==> config.mk <==
export PLATFORM = sky130hd
export DESIGN_NAME = fmra_ctrl
export DESIGN_NICKNAME = d
export VERILOG_FILES = /design/src/core/fmra_pkg.sv /design/src/core/fmra_ctrl.sv
export SDC_FILE = /design/constraint.sdc
export NUM_CORES = 1
export LEC_CHECK = 0
export BUFFER_PORTS_ARGS = -buffer_cell sky130_fd_sc_hd__buf_2
export CAP_MARGIN = 15
export CORE_MARGIN = 1.5
export CORE_UTILIZATION = 56
export CTS_CLUSTER_DIAMETER = 30
export DETAILED_ROUTE_END_ITERATION = 8
export GPL_TIMING_DRIVEN = 0
export PLACE_DENSITY_LB_ADDON = 0.1
export SKIP_CTS_REPAIR_TIMING = 1
export SYNTH_ARGS = -nofsm -noshare
export SYNTH_HDL_FRONTEND = slang
export SYNTH_SLANG_ARGS = --single-unit
export TNS_END_PERCENT = 100
==> constraint.sdc <==
create_clock -name clk -period 6.8 [get_ports clk]
set_input_delay 1.36 -clock clk [delete_from_list [all_inputs] [get_ports clk]]
set_output_delay 1.36 -clock clk [all_outputs]
set_load 0.05 [all_outputs]
==> src/core/fmra_pkg.sv <==
package fmra_pkg;
  localparam int          ADDR_W        = 20;
  localparam int          DATA_W        = 16;
  localparam int          CLK_NS        = 10;
  localparam int          CLK_MHZ       = 100;
  // Boot area, start vectors and user block size
  localparam logic [19:0] BOOT_BASE     = 20'hDE000;
  localparam logic [19:0] BOOT_SIZE     = 20'h02000;
  localparam logic [19:0] USER_START    = 20'hE0000;
  localparam logic [19:0] USER_BLK_SIZE = 20'h08000;
  // Command codes, low byte
  localparam logic [7:0]  CMD_READ      = 8'hFF;
  localparam logic [7:0]  CMD_RSTAT     = 8'h70;
  localparam logic [7:0]  CMD_CSTAT     = 8'h50;
  localparam logic [7:0]  CMD_PROG      = 8'h40;
  localparam logic [7:0]  CMD_ERASE     = 8'h20;
  localparam logic [7:0]  CMD_BCONF     = 8'hD0;
  // Status byte fields
  localparam int          ST_READY      = 7;
  localparam int          ST_ERASE_ERR  = 5;
  localparam int          ST_PROG_ERR   = 4;
  localparam logic [7:0]  STATUS_RST    = 8'h80;
  // Timing
  localparam int          PROG_TIME_NS  = 20000;
  localparam int          ERASE_TIME_US = 5000;
  localparam int          PROG_CYC      = (PROG_TIME_NS + CLK_NS - 1)
                                          / CLK_NS;
  localparam int          ERASE_CYC     = ERASE_TIME_US * CLK_MHZ;
  localparam logic [1:0]  STRAP_SETTLE  = 2'h3;

  typedef enum logic [3:0] {
    FMRA_MODE_NORMAL = 4'b0001,
    FMRA_MODE_PAR    = 4'b0010,
    FMRA_MODE_SER    = 4'b0100,
    FMRA_MODE_CPU    = 4'b1000
  } fmra_mode_e;

  typedef enum logic [3:0] {
    FMRA_CS_READ  = 4'b0001,
    FMRA_CS_STAT  = 4'b0010,
    FMRA_CS_PROG  = 4'b0100,
    FMRA_CS_ERASE = 4'b1000
  } fmra_cmd_e;
endpackage

==> src/core/fmra_ctrl.sv <==
`timescale 1ns/1ns
module fmra_ctrl #(
  parameter int ERASE_CYCLES = fmra_pkg::ERASE_CYC,
  parameter int PROG_CYCLES  = fmra_pkg::PROG_CYC
) (
  input  wire  logic                        clk,
  input  wire  logic                        rstn,
  input  wire  logic                        processor_mode_strap,
  input  wire  logic                        boot_select_strap,
  input  wire  logic                        port_boot_strap,
  input  wire  logic                        rewrite_voltage_pin,
  input  wire  logic                        par_mode_pin,
  input  wire  logic                        ser_mode_pin,
  input  wire  logic                        readout_lock,
  input  wire  logic                        rewrite_sel_wr,
  input  wire  logic                        rewrite_sel_data,
  input  wire  logic                        flash_reset_bit,
  input  wire  logic                        cmd_wr,
  input  wire  logic [fmra_pkg::ADDR_W-1:0] cmd_addr,
  input  wire  logic [fmra_pkg::DATA_W-1:0] cmd_data,
  output logic                              start_valid,
  output logic                              start_is_boot,
  output logic [fmra_pkg::ADDR_W-1:0]       start_addr,
  output logic [3:0]                        mode,
  output logic                              rewrite_select,
  output logic                              rewrite_entered,
  output logic                              cpu_array_block,
  output logic                              readout_protect,
  output logic                              flash_ready_flag,
  output logic                              status_read_mode,
  output logic [7:0]                        status_byte,
  output logic                              op_start,
  output logic                              op_prog,
  output logic                              op_erase_blk,
  output logic                              op_erase_all,
  output logic [fmra_pkg::ADDR_W-1:0]       op_addr,
  output logic [fmra_pkg::DATA_W-1:0]       op_data,
  output logic                              cmd_refused
);
  import fmra_pkg::*;

  localparam int CNT_W = $clog2(ERASE_CYCLES + 1);

  // ----------------------------------------------------------------
  // Pin synchronisers
  // ----------------------------------------------------------------
  logic [5:0] pin_raw;
  logic [5:0] pin_s1;
  logic [5:0] pin_s2;

  assign pin_raw = {processor_mode_strap, boot_select_strap,
                    port_boot_strap, rewrite_voltage_pin,
                    par_mode_pin, ser_mode_pin};

  genvar gi;
  generate
    for (gi = 0; gi < 6; gi++) begin : g_sync
      always_ff @(posedge clk or negedge rstn) begin
        if (!rstn) begin
          pin_s1[gi] <= 1'b0;
          pin_s2[gi] <= 1'b0;
        end else begin
          pin_s1[gi] <= pin_raw[gi];
          pin_s2[gi] <= pin_s1[gi];
        end
      end
    end
  endgenerate

  logic proc_s;
  logic bsel_s;
  logic port_s;
  logic volt_s;
  logic par_s;
  logic ser_s;

  assign {proc_s, bsel_s, port_s, volt_s, par_s, ser_s} = pin_s2;

  // ----------------------------------------------------------------
  // Strap capture at reset release
  // ----------------------------------------------------------------
  logic [1:0]        settle;
  logic [1:0]        next_settle;
  logic              next_start_valid;
  logic              next_start_is_boot;
  logic [ADDR_W-1:0] next_start_addr;

  always_comb begin
    next_settle        = settle;
    next_start_valid   = start_valid;
    next_start_is_boot = start_is_boot;
    next_start_addr    = start_addr;
    if (!start_valid) begin
      if (settle == STRAP_SETTLE) begin
        next_start_valid = 1'b1;
        if (!proc_s) begin
          next_start_is_boot = 1'b0;
          next_start_addr    = USER_START;
        end else if (!bsel_s && port_s) begin
          next_start_is_boot = 1'b1;
          next_start_addr    = BOOT_BASE;
        end else begin
          next_start_is_boot = 1'b0;
          next_start_addr    = USER_START;
        end
      end else begin
        next_settle = settle + 2'h1;
      end
    end
  end

  always_ff @(posedge clk or negedge rstn) begin
    if (!rstn) begin
      settle        <= 2'h0;
      start_valid   <= 1'b0;
      start_is_boot <= 1'b0;
      start_addr    <= '0;
    end else begin
      settle        <= next_settle;
      start_valid   <= next_start_valid;
      start_is_boot <= next_start_is_boot;
      start_addr    <= next_start_addr;
    end
  end

  // ----------------------------------------------------------------
  // Rewrite select bit and mode
  // ----------------------------------------------------------------
  logic       sel_armed;
  logic       next_sel_armed;
  logic       next_rewrite_select;
  fmra_mode_e next_mode;

  always_comb begin
    next_sel_armed      = sel_armed;
    next_rewrite_select = rewrite_select;
    if (rewrite_sel_wr) begin
      if (!rewrite_sel_data) begin
        next_rewrite_select = 1'b0;
        next_sel_armed      = 1'b1;
      end else begin
        // Set only when the previous select write was a zero
        if (sel_armed) begin
          next_rewrite_select = 1'b1;
        end
        next_sel_armed = 1'b0;
      end
    end
    // Priority: parallel, serial, CPU rewrite
    if (par_s) begin
      next_mode = FMRA_MODE_PAR;
    end else if (ser_s) begin
      next_mode = FMRA_MODE_SER;
    end else if (rewrite_select && volt_s) begin
      next_mode = FMRA_MODE_CPU;
    end else begin
      next_mode = FMRA_MODE_NORMAL;
    end
  end

  always_ff @(posedge clk or negedge rstn) begin
    if (!rstn) begin
      sel_armed       <= 1'b0;
      rewrite_select  <= 1'b0;
      mode            <= FMRA_MODE_NORMAL;
      rewrite_entered <= 1'b0;
      cpu_array_block <= 1'b0;
      readout_protect <= 1'b0;
    end else begin
      sel_armed       <= next_sel_armed;
      rewrite_select  <= next_rewrite_select;
      mode            <= next_mode;
      rewrite_entered <= (next_mode == FMRA_MODE_CPU);
      cpu_array_block <= (next_mode == FMRA_MODE_CPU);
      readout_protect <= readout_lock &&
                         (next_mode == FMRA_MODE_PAR ||
                          next_mode == FMRA_MODE_SER);
    end
  end

  // ----------------------------------------------------------------
  // Command sequencer and operation timer
  // ----------------------------------------------------------------
  fmra_cmd_e         cstate;
  fmra_cmd_e         next_cstate;
  logic [CNT_W-1:0]  busy_cnt;
  logic [CNT_W-1:0]  next_busy_cnt;
  logic [7:0]        next_status;
  logic              next_op_start;
  logic              next_op_prog;
  logic              next_op_erase_blk;
  logic              next_op_erase_all;
  logic [ADDR_W-1:0] next_op_addr;
  logic [DATA_W-1:0] next_op_data;
  logic              next_refused;
  logic              busy;
  logic              cmd_ok;
  logic              in_boot;
  logic              boot_ok;
  logic [7:0]        code;

  assign busy    = (busy_cnt != '0);
  assign code    = cmd_data[7:0];
  assign cmd_ok  = cmd_wr && !cmd_addr[0] && !busy &&
                   (mode != FMRA_MODE_NORMAL);
  assign in_boot = (cmd_addr >= BOOT_BASE) &&
                   (cmd_addr < BOOT_BASE + BOOT_SIZE);
  assign boot_ok = (mode == FMRA_MODE_PAR);

  always_comb begin
    next_cstate       = cstate;
    next_busy_cnt     = busy ? busy_cnt - 1'b1 : busy_cnt;
    next_status       = status_byte;
    next_op_start     = 1'b0;
    next_op_prog      = op_prog;
    next_op_erase_blk = op_erase_blk;
    next_op_erase_all = op_erase_all;
    next_op_addr      = op_addr;
    next_op_data      = op_data;
    next_refused      = 1'b0;
    next_status[ST_READY] = !busy || (busy_cnt == 1);
    if (flash_reset_bit && rewrite_select) begin
      // Control circuit reset aborts any operation
      next_cstate           = FMRA_CS_READ;
      next_busy_cnt         = '0;
      next_status[ST_READY] = 1'b1;
    end else if (cmd_ok) begin
      unique case (cstate)
        FMRA_CS_READ, FMRA_CS_STAT: begin
          if (code == CMD_READ) begin
            next_cstate = FMRA_CS_READ;
          end else if (code == CMD_RSTAT) begin
            next_cstate = FMRA_CS_STAT;
          end else if (code == CMD_CSTAT) begin
            next_status[ST_ERASE_ERR] = 1'b0;
            next_status[ST_PROG_ERR]  = 1'b0;
          end else if (code == CMD_PROG) begin
            next_cstate = FMRA_CS_PROG;
          end else if (code == CMD_ERASE) begin
            next_cstate = FMRA_CS_ERASE;
          end
        end
        FMRA_CS_PROG: begin
          next_cstate = FMRA_CS_STAT;
          if (in_boot && !boot_ok) begin
            next_refused             = 1'b1;
            next_status[ST_PROG_ERR] = 1'b1;
          end else begin
            // One word per program command
            next_op_start         = 1'b1;
            next_op_prog          = 1'b1;
            next_op_erase_blk     = 1'b0;
            next_op_erase_all     = 1'b0;
            next_op_addr          = cmd_addr;
            next_op_data          = cmd_data;
            next_busy_cnt         = CNT_W'(PROG_CYCLES);
            next_status[ST_READY] = 1'b0;
          end
        end
        FMRA_CS_ERASE: begin
          next_cstate = FMRA_CS_STAT;
          if (code == CMD_ERASE) begin
            // Whole user area at once
            next_op_start         = 1'b1;
            next_op_prog          = 1'b0;
            next_op_erase_blk     = 1'b0;
            next_op_erase_all     = 1'b1;
            next_op_addr          = '0;
            next_op_data          = '0;
            next_busy_cnt         = CNT_W'(ERASE_CYCLES);
            next_status[ST_READY] = 1'b0;
          end else if (code == CMD_BCONF) begin
            if (in_boot && !boot_ok) begin
              next_refused              = 1'b1;
              next_status[ST_ERASE_ERR] = 1'b1;
            end else begin
              next_op_start     = 1'b1;
              next_op_prog      = 1'b0;
              next_op_erase_blk = 1'b1;
              next_op_erase_all = 1'b0;
              // Boot area is erased as one undivided block
              next_op_addr = in_boot ? BOOT_BASE :
                             (cmd_addr & ~(USER_BLK_SIZE - 20'h00001));
              next_op_data          = '0;
              next_busy_cnt         = CNT_W'(ERASE_CYCLES);
              next_status[ST_READY] = 1'b0;
            end
          end else begin
            next_status[ST_ERASE_ERR] = 1'b1;
          end
        end
        default: begin
          next_cstate = FMRA_CS_READ;
        end
      endcase
    end
  end

  always_ff @(posedge clk or negedge rstn) begin
    if (!rstn) begin
      cstate           <= FMRA_CS_READ;
      busy_cnt         <= '0;
      status_byte      <= STATUS_RST;
      op_start         <= 1'b0;
      op_prog          <= 1'b0;
      op_erase_blk     <= 1'b0;
      op_erase_all     <= 1'b0;
      op_addr          <= '0;
      op_data          <= '0;
      cmd_refused      <= 1'b0;
      flash_ready_flag <= 1'b1;
      status_read_mode <= 1'b0;
    end else begin
      cstate           <= next_cstate;
      busy_cnt         <= next_busy_cnt;
      status_byte      <= next_status;
      op_start         <= next_op_start;
      op_prog          <= next_op_prog;
      op_erase_blk     <= next_op_erase_blk;
      op_erase_all     <= next_op_erase_all;
      op_addr          <= next_op_addr;
      op_data          <= next_op_data;
      cmd_refused      <= next_refused;
      flash_ready_flag <= next_status[ST_READY];
      status_read_mode <= (next_cstate == FMRA_CS_STAT);
    end
  end

endmodule

==> reports/results.ini, run 1 <==
[sta]
worst_slew_pin_slew_ps=955
fin_tns_setup_ps=0
final_hold_viol_count=0
finalSetupViolations=0
fin_crit_sh_pct=46.0
hold_ws_ps=356
slew_headroom_pct=35.5
skew_ps=14.6
max_freq_mhz=320
drv_slew=0
rsz0062_at_grt=no
fin_crit_ps=3130
finalWorstSetupSlack_ps=3670

[logic_synthesis]
syn_area_mm2=0.00439
seq_area_frac_synth_pct=53.7
ys_warn_count=0
ys_ff_latch=94
synth_edf_count=0
yosysTopAreaCell=dfrtp_1
synthMuxAreaShare_pct=1.42
yosys.area_share.xor_xnor_pct=2.99
synth_top_area_share_pct=51.9
synthAdderAreaFrac_pct=1.14
synthSimpleGateAreaFrac_pct=18.9
synth_top_cells_by_area=dfrtp_1, a22o_1, buf_4
ys_types=57
postSynthAreaPerCell_um2=10.7
synth-async-reset-ratio_pct=100
synth-compound-area-share_pct=14.3
ys.flop_type=dfrtp_1
synth_top_family_by_area=simple AND/OR/NAND/NOR gates
syn_inst=412

[setup_path]
regToRegSetupSlack_ps=4120
reg2reg_depth=6
crit_path_cell_trace=buf_2 > nor4_2 > a21oi_1 > o22ai_1 > nand2b_4 > buf_6 > buf_6 > a22o_1
crit_type=primary input to flip-flop
timing.rr.end=busy_cnt[1]$_DFF_PN0_
required_ps=7040
crit_arrival_ps=3370
crit_path_top_delay_cell=nor4_2
path_max_fanout=10
reg2reg_from=cstate[1]$_DFF_PN0_
cp-start-kind=primary input
crit_top_cell=buf_6
critical-path-max-stage-delay_ps=570
critPathCaptureType=flip-flop

[placement]
io_buffers=109
pre_cts_slack_ps=3350
globalplace.congestion=0.854
dp_hpwl_um=6820

[clock_network]
root_buffer=clkbuf_8
cts_tree=yes
path_clk_slew_ps=100
clock_sinks=94
htreeDepth=3
clk_latency_ps=360
clockBufferDepth=2
cts_buffers=9

[drt]
firstDrtPassIters=4
drtIter0Drc=196
antenna_left=0
wl_um=9160
avgViaCountPerCell=5.29
num_vias=3478
wl_per_cell_um=13.9
drc=0

[final_layout]
layout_common_cells=buf_2, dfrtp_1, nand2_1, nor2_1
drive_above_1_share_pct=32.1
area_growth_pct=22.4
mostFrequentLayoutCell=buf_2
fillers=615
diodes=0
final_nets=603

[grt]
gr-total-overflow=0
antenna_found_initial=0
grt_pass1_vias=3423
grt_usage_pct=23.5
grt_max_degree=53
grt_pass1_wl_um=15800

[job]
max_cap_viol_count=0

[floorplanning]
coreArea_mm2=0.00765
dieArea_mm2=0.00838
die_h_um=91.5
initial_core_util_pct=57.4
io_pins=130
rows=32
dieWidth_um=91.5

[min_path]
worstHoldPathType=flip-flop to flip-flop
hold_depth=0
hp-start=pin_s1[4]$_DFF_PN0_
hold_end=bsel_s$_DFF_PN0_

[pwr]
vdd_drop_max_uv=125
p_per_area_mw_per_mm2=283
p_leak_nw=2.75

[status]
run_status=complete, no violations

[metal layers]
layer,track usage [%],up-vias,wire (um)
met5,0,-,0
met4,8.07,0,99
met3,5.19,11,575
met2,38.4,109,4510
met1,30.9,1654,3980
li1,-,1704,-
[cell usage after synthesis, drive strengths merged, types with 2 or more instances]
cell type  number
nor2           32
nor2b           4
nand3          13
or2             2
a21o            2
o22ai           2
ha              4
nand2b          9
and2            3
a22o           28
dfstp           3
o31ai           2
nor4b           5
mux2            2
inv            10
xor2            9
o21ai          19
nand2          35
nor4            9
o21a            2
nor3           14
o21bai          2
a31oi           3
a21oi          22
dfrtp          91
a22oi           2
buf            35
or4             4
nand4           6
a211oi          3
clkbuf          6
nor3b           3
xnor2           6
or4b            2
mux2i           4
and3            4
[where the power goes]
part | switching, mW | internal, mW
sequential | 0.0698 | 0.621
combinational | 0.273 | 0.168
clock | 0.204 | 0.187
total | 0.547 | 0.976
[critical path: cells and delay by family]
kind / cells / cell delay [ps]
AOI/OAI and AO/OA: 3 / 930
buffers and inverters: 3 / 410
and+or+nand+nor: 2 / 650
[worst max path at each step]
stage	to	from	cells after the start	slack, ps
6_report	op_addr[11]$_DFFE_PN0P_	cmd_data[0]	8	3670
5_1_grt	op_addr[16]$_DFFE_PN0P_	cmd_data[0]	9	3450
4_1_cts	op_addr[11]$_DFFE_PN0P_	cmd_data[0]	8	3720
3_5_place_dp	op_data[8]$_DFFE_PN0P_	cmd_data[0]	8	3350
3_3_place_gp	op_addr[3]$_DFFE_PN0P_	cmd_data[7]	8	3400
2_1_floorplan	op_data[7]$_DFFE_PN0P_	cmd_data[7]	8	3720
[stage by stage]
| step | instances | utilization [%] | power [mW] | cell area [um2] |
|---|---|---|---|---|
| finish | 657 | 70.3 | 1.52 | 5370 |
| global route | 657 | 70.3 | 1.62 | 5370 |
| CTS | 657 | 70.3 | 1.53 | 5370 |
| detailed placement | 641 | 67.4 | 1.14 | 5160 |
| global placement | 640 | 67.0 | 1.12 | 5130 |
| floorplan | 429 | - | 1.03 | 4450 |
[registers in the layout (all words and copies together) (netlist names), 2 cells and up]
register,cells
op_addr,20
start_addr,3
op_data,16
busy_cnt,19
pin_s1,6
settle,2
cstate,4
mode,4
status_byte,3
[cell type report]
cell class | instances | area (um2) | share of cell area, %
Buffer | 41 | 290 | 5.40
Clock buffer | 10 | 138 | 2.56
Clock inverter | 6 | 77.6 | 1.44
Inverter | 10 | 37.5 | 0.699
Multi-Input combinational cell | 284 | 1770 | 33.0
Sequential cell | 94 | 2360 | 43.9
Tap cell | 102 | 128 | 2.38
Timing Repair Buffer | 110 | 576 | 10.7
[logic make-up (layout without fill, tap and decap cells)]
family,Yosys count,in the layout
buffers and inverters,51,177
flip-flops,94,94
multiplexers,6,6
adder cells (fa/ha/maj),4,4
XOR/XNOR,15,15
AO/OA/AOI/OAI,93,93
AND/OR/NAND/NOR,148,148
other,1,18
Power figures use the tool's default switching activity.
==> inputs of run 2 (changes only) <==
--- a/config.mk
+++ b/config.mk
@@ -8,7 +8,7 @@
 export BUFFER_PORTS_ARGS = -buffer_cell sky130_fd_sc_hd__buf_2
 export CAP_MARGIN = 15
 export CORE_MARGIN = 1.5
-export CORE_UTILIZATION = 56
+export CORE_UTILIZATION = 52
 export CTS_CLUSTER_DIAMETER = 30
 export DETAILED_ROUTE_END_ITERATION = 8
 export GPL_TIMING_DRIVEN = 0
==> constraint.sdc (replaced) <==
create_clock -name clk -period 3 [get_ports clk]
set_input_delay 0.6 -clock clk [delete_from_list [all_inputs] [get_ports clk]]
set_output_delay 0.6 -clock clk [all_outputs]
set_load 0.05 [all_outputs]
==> run 2 against run 1 <==
Compared with the run above: clock power grew 120%; utilization shrank 4.9 points; clock skew shrank 6.3 ps; cell area is essentially flat; routed wire length grew 0.34%; first-iteration DRC count shrank 13%; largest cell class unchanged; highest routed layer unchanged.
==> reports/results.ini, run 2 (synthesis gave the netlist of run 1 again) <==
[status]
run_status=complete, no violations  ; unchanged

[setup_path]
cp.buffers_inverters=0  ; was 3
critPathCaptureType=flip-flop  ; unchanged
crit_path_cell_trace=nor4b_1 > nor4b_4 > o22ai_1 > nand2b_1 > nand2_1 > a211oi_1  ; was buf_2 > nor4_2 > a21oi_1 > o22ai_1 > nand2b_4 > buf_6 > buf_6 > a22o_1
crit_path_top_delay_cell=nor4b_1  ; was nor4_2
critical-path-max-stage-delay_ps=630  ; was 570 ps
crit_arrival_ps=2860  ; was 3370 ps
reg2reg_from=cstate[1]$_DFF_PN0_  ; unchanged
critPathTopFamily=simple AND/OR/NAND/NOR gates  ; was compound AO/OA/AOI/OAI gates
timing.rr.end=busy_cnt[1]$_DFF_PN0_  ; unchanged
regToRegSetupSlack_ps=390  ; was 4120 ps
crit_type=flip-flop to flip-flop  ; was primary input to flip-flop
cp-start-kind=flip-flop  ; was primary input
reg2reg_depth=6  ; unchanged
required_ps=3250  ; was 7040 ps
path_max_fanout=7  ; was 10

[floorplanning]
coreArea_mm2=0.00822  ; was 0.00765 mm2
dieWidth_um=94.9  ; was 91.5 um
rows=33  ; was 32
die_h_um=94.9  ; was 91.5 um
io_pins=130  ; unchanged
initial_core_util_pct=53.4  ; was 57.4%
dieArea_mm2=0.00900  ; was 0.00838 mm2

[pwr]
p_per_area_mw_per_mm2=637  ; was 283 mW/mm2
power_mw=3.42  ; was 1.52 mW
vdd_drop_max_uv=336  ; was 125 uV
p_leak_nw=2.75  ; about the same

[final_layout]
layout_common_cells=buf_2, dfrtp_1, nand2_1, nor2_1  ; unchanged
area_growth_pct=22.3  ; was 22.4%
top_regs=op_addr: 20 flops, busy_cnt: 19 flops, op_data: 16 flops  ; unchanged
top_register=op_addr  ; unchanged
drive_above_1_share_pct=32.1  ; unchanged
diodes=0  ; unchanged
mostFrequentLayoutCell=buf_2  ; unchanged
layout.cells.non_filler=660  ; was 657
largest_reg_flops=20  ; unchanged
fin_area_mm2=0.00537  ; about the same
final_nets=603  ; unchanged

[sta]
final_hold_viol_count=0  ; unchanged
drv_slew=0  ; unchanged
rsz0062_at_grt=no  ; unchanged
skew_ps=8.36  ; was 14.6 ps
fin_crit_sh_pct=86.8
max_freq_mhz=384
slew_headroom_pct=38.5  ; was 35.5%
worst_slew_pin_slew_ps=910  ; was 955 ps
finalSetupViolations=0  ; unchanged
fin_crit_ps=2610
fin_tns_setup_ps=0  ; unchanged

[drt]
num_vias=3468  ; was 3,478
avgViaCountPerCell=5.25  ; was 5.29
antenna_left=0  ; unchanged
drtIter0Drc=170  ; was 196
drc=0  ; unchanged
wl_um=9190  ; was 9160 um
wl_per_cell_um=13.9  ; about the same
firstDrtPassIters=5  ; was 4

[grt]
grt_max_degree=70  ; was 53
gr-total-overflow=0  ; unchanged
grt_pass1_vias=3345  ; was 3,423
grt_usage_pct=22.2  ; was 23.5%
antenna_found_initial=0  ; unchanged
grt_pass1_wl_um=15500  ; was 15,800 um

[min_path]
worstHoldPathType=primary input to async pin  ; was flip-flop to flip-flop

[clock_network]
clockBufferDepth=2  ; unchanged
cts_buffers=9  ; unchanged
cts_tree=yes  ; unchanged
path_clk_slew_ps=90  ; was 100 ps
htreeDepth=3  ; unchanged
clk_latency_ps=350  ; was 360 ps
root_buffer=clkbuf_8  ; unchanged
clock_sinks=94  ; unchanged

[placement]
dp_hpwl_um=6830  ; was 6820 um
dp.cells=644  ; was 641
globalplace.congestion=0.848  ; was 0.854
dpl_cell_area_mm2=0.00516  ; about the same
io_buffers=109  ; unchanged

[job]
max_cap_viol_count=0  ; unchanged

==> run 2: changes by cell type in the layout (fill, tap and decap cells not counted) <==
cell	delta
clkinv_4	+1
clkinv_2	+1
inv_8	-2
==> run 2: how the worst max path moves through the flow <==
| stage | slack (ps) | cells past startpoint | to | start |
|---|---|---|---|---|
| after floorplan | 660 | 8 | op_addr[1]$_DFFE_PN0P_ | mode[0]$_DFF_PN1_ |
| after global placement | 330 | 8 | op_addr[1]$_DFFE_PN0P_ | cmd_data[7] |
| after detailed placement | 270 | 8 | op_data[6]$_DFFE_PN0P_ | cmd_data[7] |
| after CTS | 370 | 6 | busy_cnt[1]$_DFF_PN0_ | cstate[1]$_DFF_PN0_ |
| after global routing | 80 | 6 | busy_cnt[1]$_DFF_PN0_ | cstate[1]$_DFF_PN0_ |
| final | 390 | 6 | busy_cnt[1]$_DFF_PN0_ | cstate[1]$_DFF_PN0_ |
==> run 2: metal layers <==
metal / wire length [um] / global-route usage, %
met2: 4490 / 36.3
met4: 97 / 7.71
met1: 4090 / 28.8
met3: 515 / 5.31
met5: 0 / 0
==> run 2: worst register-to-register path, delay by kind of cell, from the launching register on <==
kind            cells  cell delay [ps]
simple gates        4             1490
flops               1              470
compound gates      2              540
==> run 2: area by class of cell <==
class | count | area [um2]
buffer | 41 | 290
clock buffer | 10 | 138
clock inverter | 6 | 68.8
fill | 684 | 2850
inverter | 10 | 37.5
multi-input combinational | 284 | 1770
sequential | 94 | 2360
tap | 105 | 131
timing repair buffer | 110 | 576
==> run 2: power breakdown <==
group          total [mW]  switching (mW)  internal [mW]
clock               0.857           0.444          0.412
combinational       0.994           0.614          0.381
sequential           1.57           0.160           1.41
total                3.42            1.22           2.20
==> run 2: per-stage QoR <==
| step | hold WS (ps) | worst slack (ps) | utilization (%) |
|---|---|---|---|
| 2_1_floorplan | 304 | 658 | - |
| 3_3_place_gp | 332 | 330 | 62.4 |
| 3_5_place_dp | 335 | 271 | 62.8 |
| 4_1_cts | 139 | 373 | 65.3 |
| 5_1_grt | 154 | 75.6 | 65.3 |
| 6_report | 141 | 395 | 65.3 |
==> inputs of run 3 (changes only) <==
--- a/config.mk
+++ b/config.mk
@@ -5,12 +5,12 @@
 export SDC_FILE = /design/constraint.sdc
 export NUM_CORES = 1
 export LEC_CHECK = 0
-export BUFFER_PORTS_ARGS = -buffer_cell sky130_fd_sc_hd__buf_2
 export CAP_MARGIN = 15
 export CORE_MARGIN = 1.5
-export CORE_UTILIZATION = 52
+export CORE_UTILIZATION = 63
 export CTS_CLUSTER_DIAMETER = 30
 export DETAILED_ROUTE_END_ITERATION = 8
+export DONT_BUFFER_PORTS = 1
 export GPL_TIMING_DRIVEN = 0
 export PLACE_DENSITY_LB_ADDON = 0.1
 export SKIP_CTS_REPAIR_TIMING = 1
==> run 3 against run 2 <==
Compared with the run above: count of clock-buffer cells in the layout fell by 1; largest cell class unchanged; routed wire length shrank 3.4%; non-clock buffer count down 109; cell area decreased by 11%; via count fell by 9.1%; global-route usage increased by 2.6 points.
==> reports/results.ini, run 3 (synthesis gave the netlist of run 1 again) <==
[min_path]
worstHoldPathType=primary input to async pin  ; unchanged

[sta]
rsz0062_at_grt=no  ; unchanged
slew_headroom_pct=33.1  ; was 38.5%
worst_slew_pin_slew_ps=990  ; was 910 ps
skew_ps=15.0  ; was 8.36 ps
finalSetupViolations=0  ; unchanged
final_hold_viol_count=0  ; unchanged
fin_crit_sh_pct=91.1  ; was 86.8%
drv_slew=0  ; unchanged
fin_tns_setup_ps=0  ; unchanged
fin_crit_ps=2730  ; was 2610 ps
max_freq_mhz=366  ; was 384 MHz

[floorplanning]
coreArea_mm2=0.00676  ; was 0.00822 mm2
dieWidth_um=86.5  ; was 94.9 um
die_h_um=86.5  ; was 94.9 um
rows=30  ; was 33
dieArea_mm2=0.00748  ; was 0.00900 mm2
io_pins=130  ; unchanged
initial_core_util_pct=65.0  ; was 53.4%

[final_layout]
top_regs=op_addr: 20 flops, busy_cnt: 19 flops, op_data: 16 flops  ; unchanged
multiInputGateArea_mm2=0.00178  ; was 0.00177 mm2
final_nets=494  ; was 603
mostFrequentLayoutCell=dfrtp_1  ; was buf_2
top_register=op_addr  ; unchanged
fillers=502  ; was 684
fin_area_mm2=0.00478  ; was 0.00537 mm2
diodes=0  ; unchanged
layout_common_cells=dfrtp_1, nand2_1, nor2_1, a22o_1, buf_4  ; was buf_2, dfrtp_1, nand2_1, nor2_1
largest_reg_flops=20  ; unchanged
drive_above_1_share_pct=15.7  ; was 32.1%
area_growth_pct=8.86  ; was 22.3%
ff_latch_area_mm2=0.00236  ; unchanged

[placement]
dpl_cell_area_mm2=0.00455  ; was 0.00516 mm2
dp_hpwl_um=6260  ; was 6830 um
io_buffers=0  ; was 109
globalplace.congestion=0.889  ; was 0.848

[drt]
firstDrtPassIters=5  ; unchanged
drtIter0Drc=148  ; was 170
wl_um=8880  ; was 9190 um
avgViaCountPerCell=5.99  ; was 5.25
antenna_left=0  ; unchanged
num_vias=3151  ; was 3,468
wl_per_cell_um=16.9  ; was 13.9 um
drc=0  ; unchanged

[clock_network]
cts_tree=yes  ; unchanged
clockBufferDepth=2  ; unchanged
clk_latency_ps=370  ; was 350 ps
cts_buffers=9  ; unchanged
root_buffer=clkbuf_8  ; unchanged
htreeDepth=3  ; unchanged
path_clk_slew_ps=110  ; was 90 ps
clock_sinks=94  ; unchanged

[setup_path]
crit_arrival_ps=3010  ; was 2860 ps
path_max_fanout=7  ; unchanged
critPathCaptureType=flip-flop  ; unchanged
cp-start-kind=flip-flop  ; unchanged
crit_type=flip-flop to flip-flop  ; unchanged
required_ps=3280  ; was 3250 ps

[job]
max_cap_viol_count=0  ; unchanged

[grt]
grt_max_degree=95  ; was 70
antenna_found_initial=0  ; unchanged
gr-total-overflow=0  ; unchanged
grt_pass1_wl_um=14600  ; was 15,500 um
grt_usage_pct=24.8  ; was 22.2%
grt_pass1_vias=3112  ; was 3,345

[pwr]
vdd_drop_max_uv=383  ; was 336 uV
p_leak_nw=2.23  ; was 2.75 nW
p_per_area_mw_per_mm2=701  ; was 637 mW/mm2

[status]
run_status=complete, no violations  ; unchanged

-- run 3: cell types whose count changed in the layout (fill, tap and decap cells not counted), sizes merged --
| cell | delta |
|---|---|
| clkbuf | -1 |
| inv | +2 |
| clkinvlp | +1 |
| bufinv | -1 |
| clkinv | -1 |
| buf | -109 |
-- run 3: layout make-up --
class                   count  share of cell area (%)
well taps                  80                    2.09
inverters                  10                   0.785
flip-flops and latches     94                    49.3
clock inverters             7                    1.41
repair buffers              1                   0.576
multi-input cells         284                    37.2
plain buffers              41                    6.07
clock buffers               9                    2.59
-- run 3: stage by stage --
step	power [mW]	worst slack, ps	util [%]	cells	hold slack, ps
6_report	3.35	267	70.7	526	52.5
3_3_place_gp	2.48	353	67.4	509	306
3_5_place_dp	2.51	289	67.4	509	306
5_1_grt	3.55	67.0	70.7	526	37.0
4_1_cts	3.31	268	70.2	525	-100
2_1_floorplan	2.34	658	-	429	304
-- run 3: final timing paths --
| check | start | end | slack, ps | cells past startpoint |
|---|---|---|---|---|
| min in group clk | boot_select_strap | pin_s1[4]$_DFF_PN0_ | 240 | 0 |
| setup / recovery | cstate[1]$_DFF_PN0_ | busy_cnt[1]$_DFF_PN0_ | 270 | 6 |
| max in group asynchronous | rstn | sel_armed$_DFFE_PN0P_ | 2520 | 1 |
| setup reg to reg | cstate[1]$_DFF_PN0_ | busy_cnt[1]$_DFF_PN0_ | 270 | 6 |
| hold / removal | rstn | cstate[0]$_DFF_PN1_ | 50 | 0 |
| hold reg to reg | pin_s1[1]$_DFF_PN0_ | par_s$_DFF_PN0_ | 360 | 0 |
-- run 3: where the power goes --
| group | leakage, nW | internal, mW | switching [mW] |
|---|---|---|---|
| clock network | 0.0924 | 0.321 | 0.485 |
| registers | 1.22 | 1.41 | 0.199 |
| logic | 0.911 | 0.349 | 0.588 |
| total | 2.23 | 2.08 | 1.27 |
-- run 3: layer usage --
metal / track usage (%) / share of wire, % / vias up
li1: - / - / 1488
met1: 33.0 / 42 / 1509
met2: 38.1 / 48 / 143
met3: 7.14 / 8.4 / 11
met4: 11.1 / 1.2 / 0
met5: 0 / 0 / -
-- run 3: critical path, stage by stage (launching register included) --
cell and delay (ps):
dfrtp_1 470, nor4b_1 710, nor4b_4 520, o22ai_1 250, nand2b_1 210, nand2_1 230
a211oi_1 270
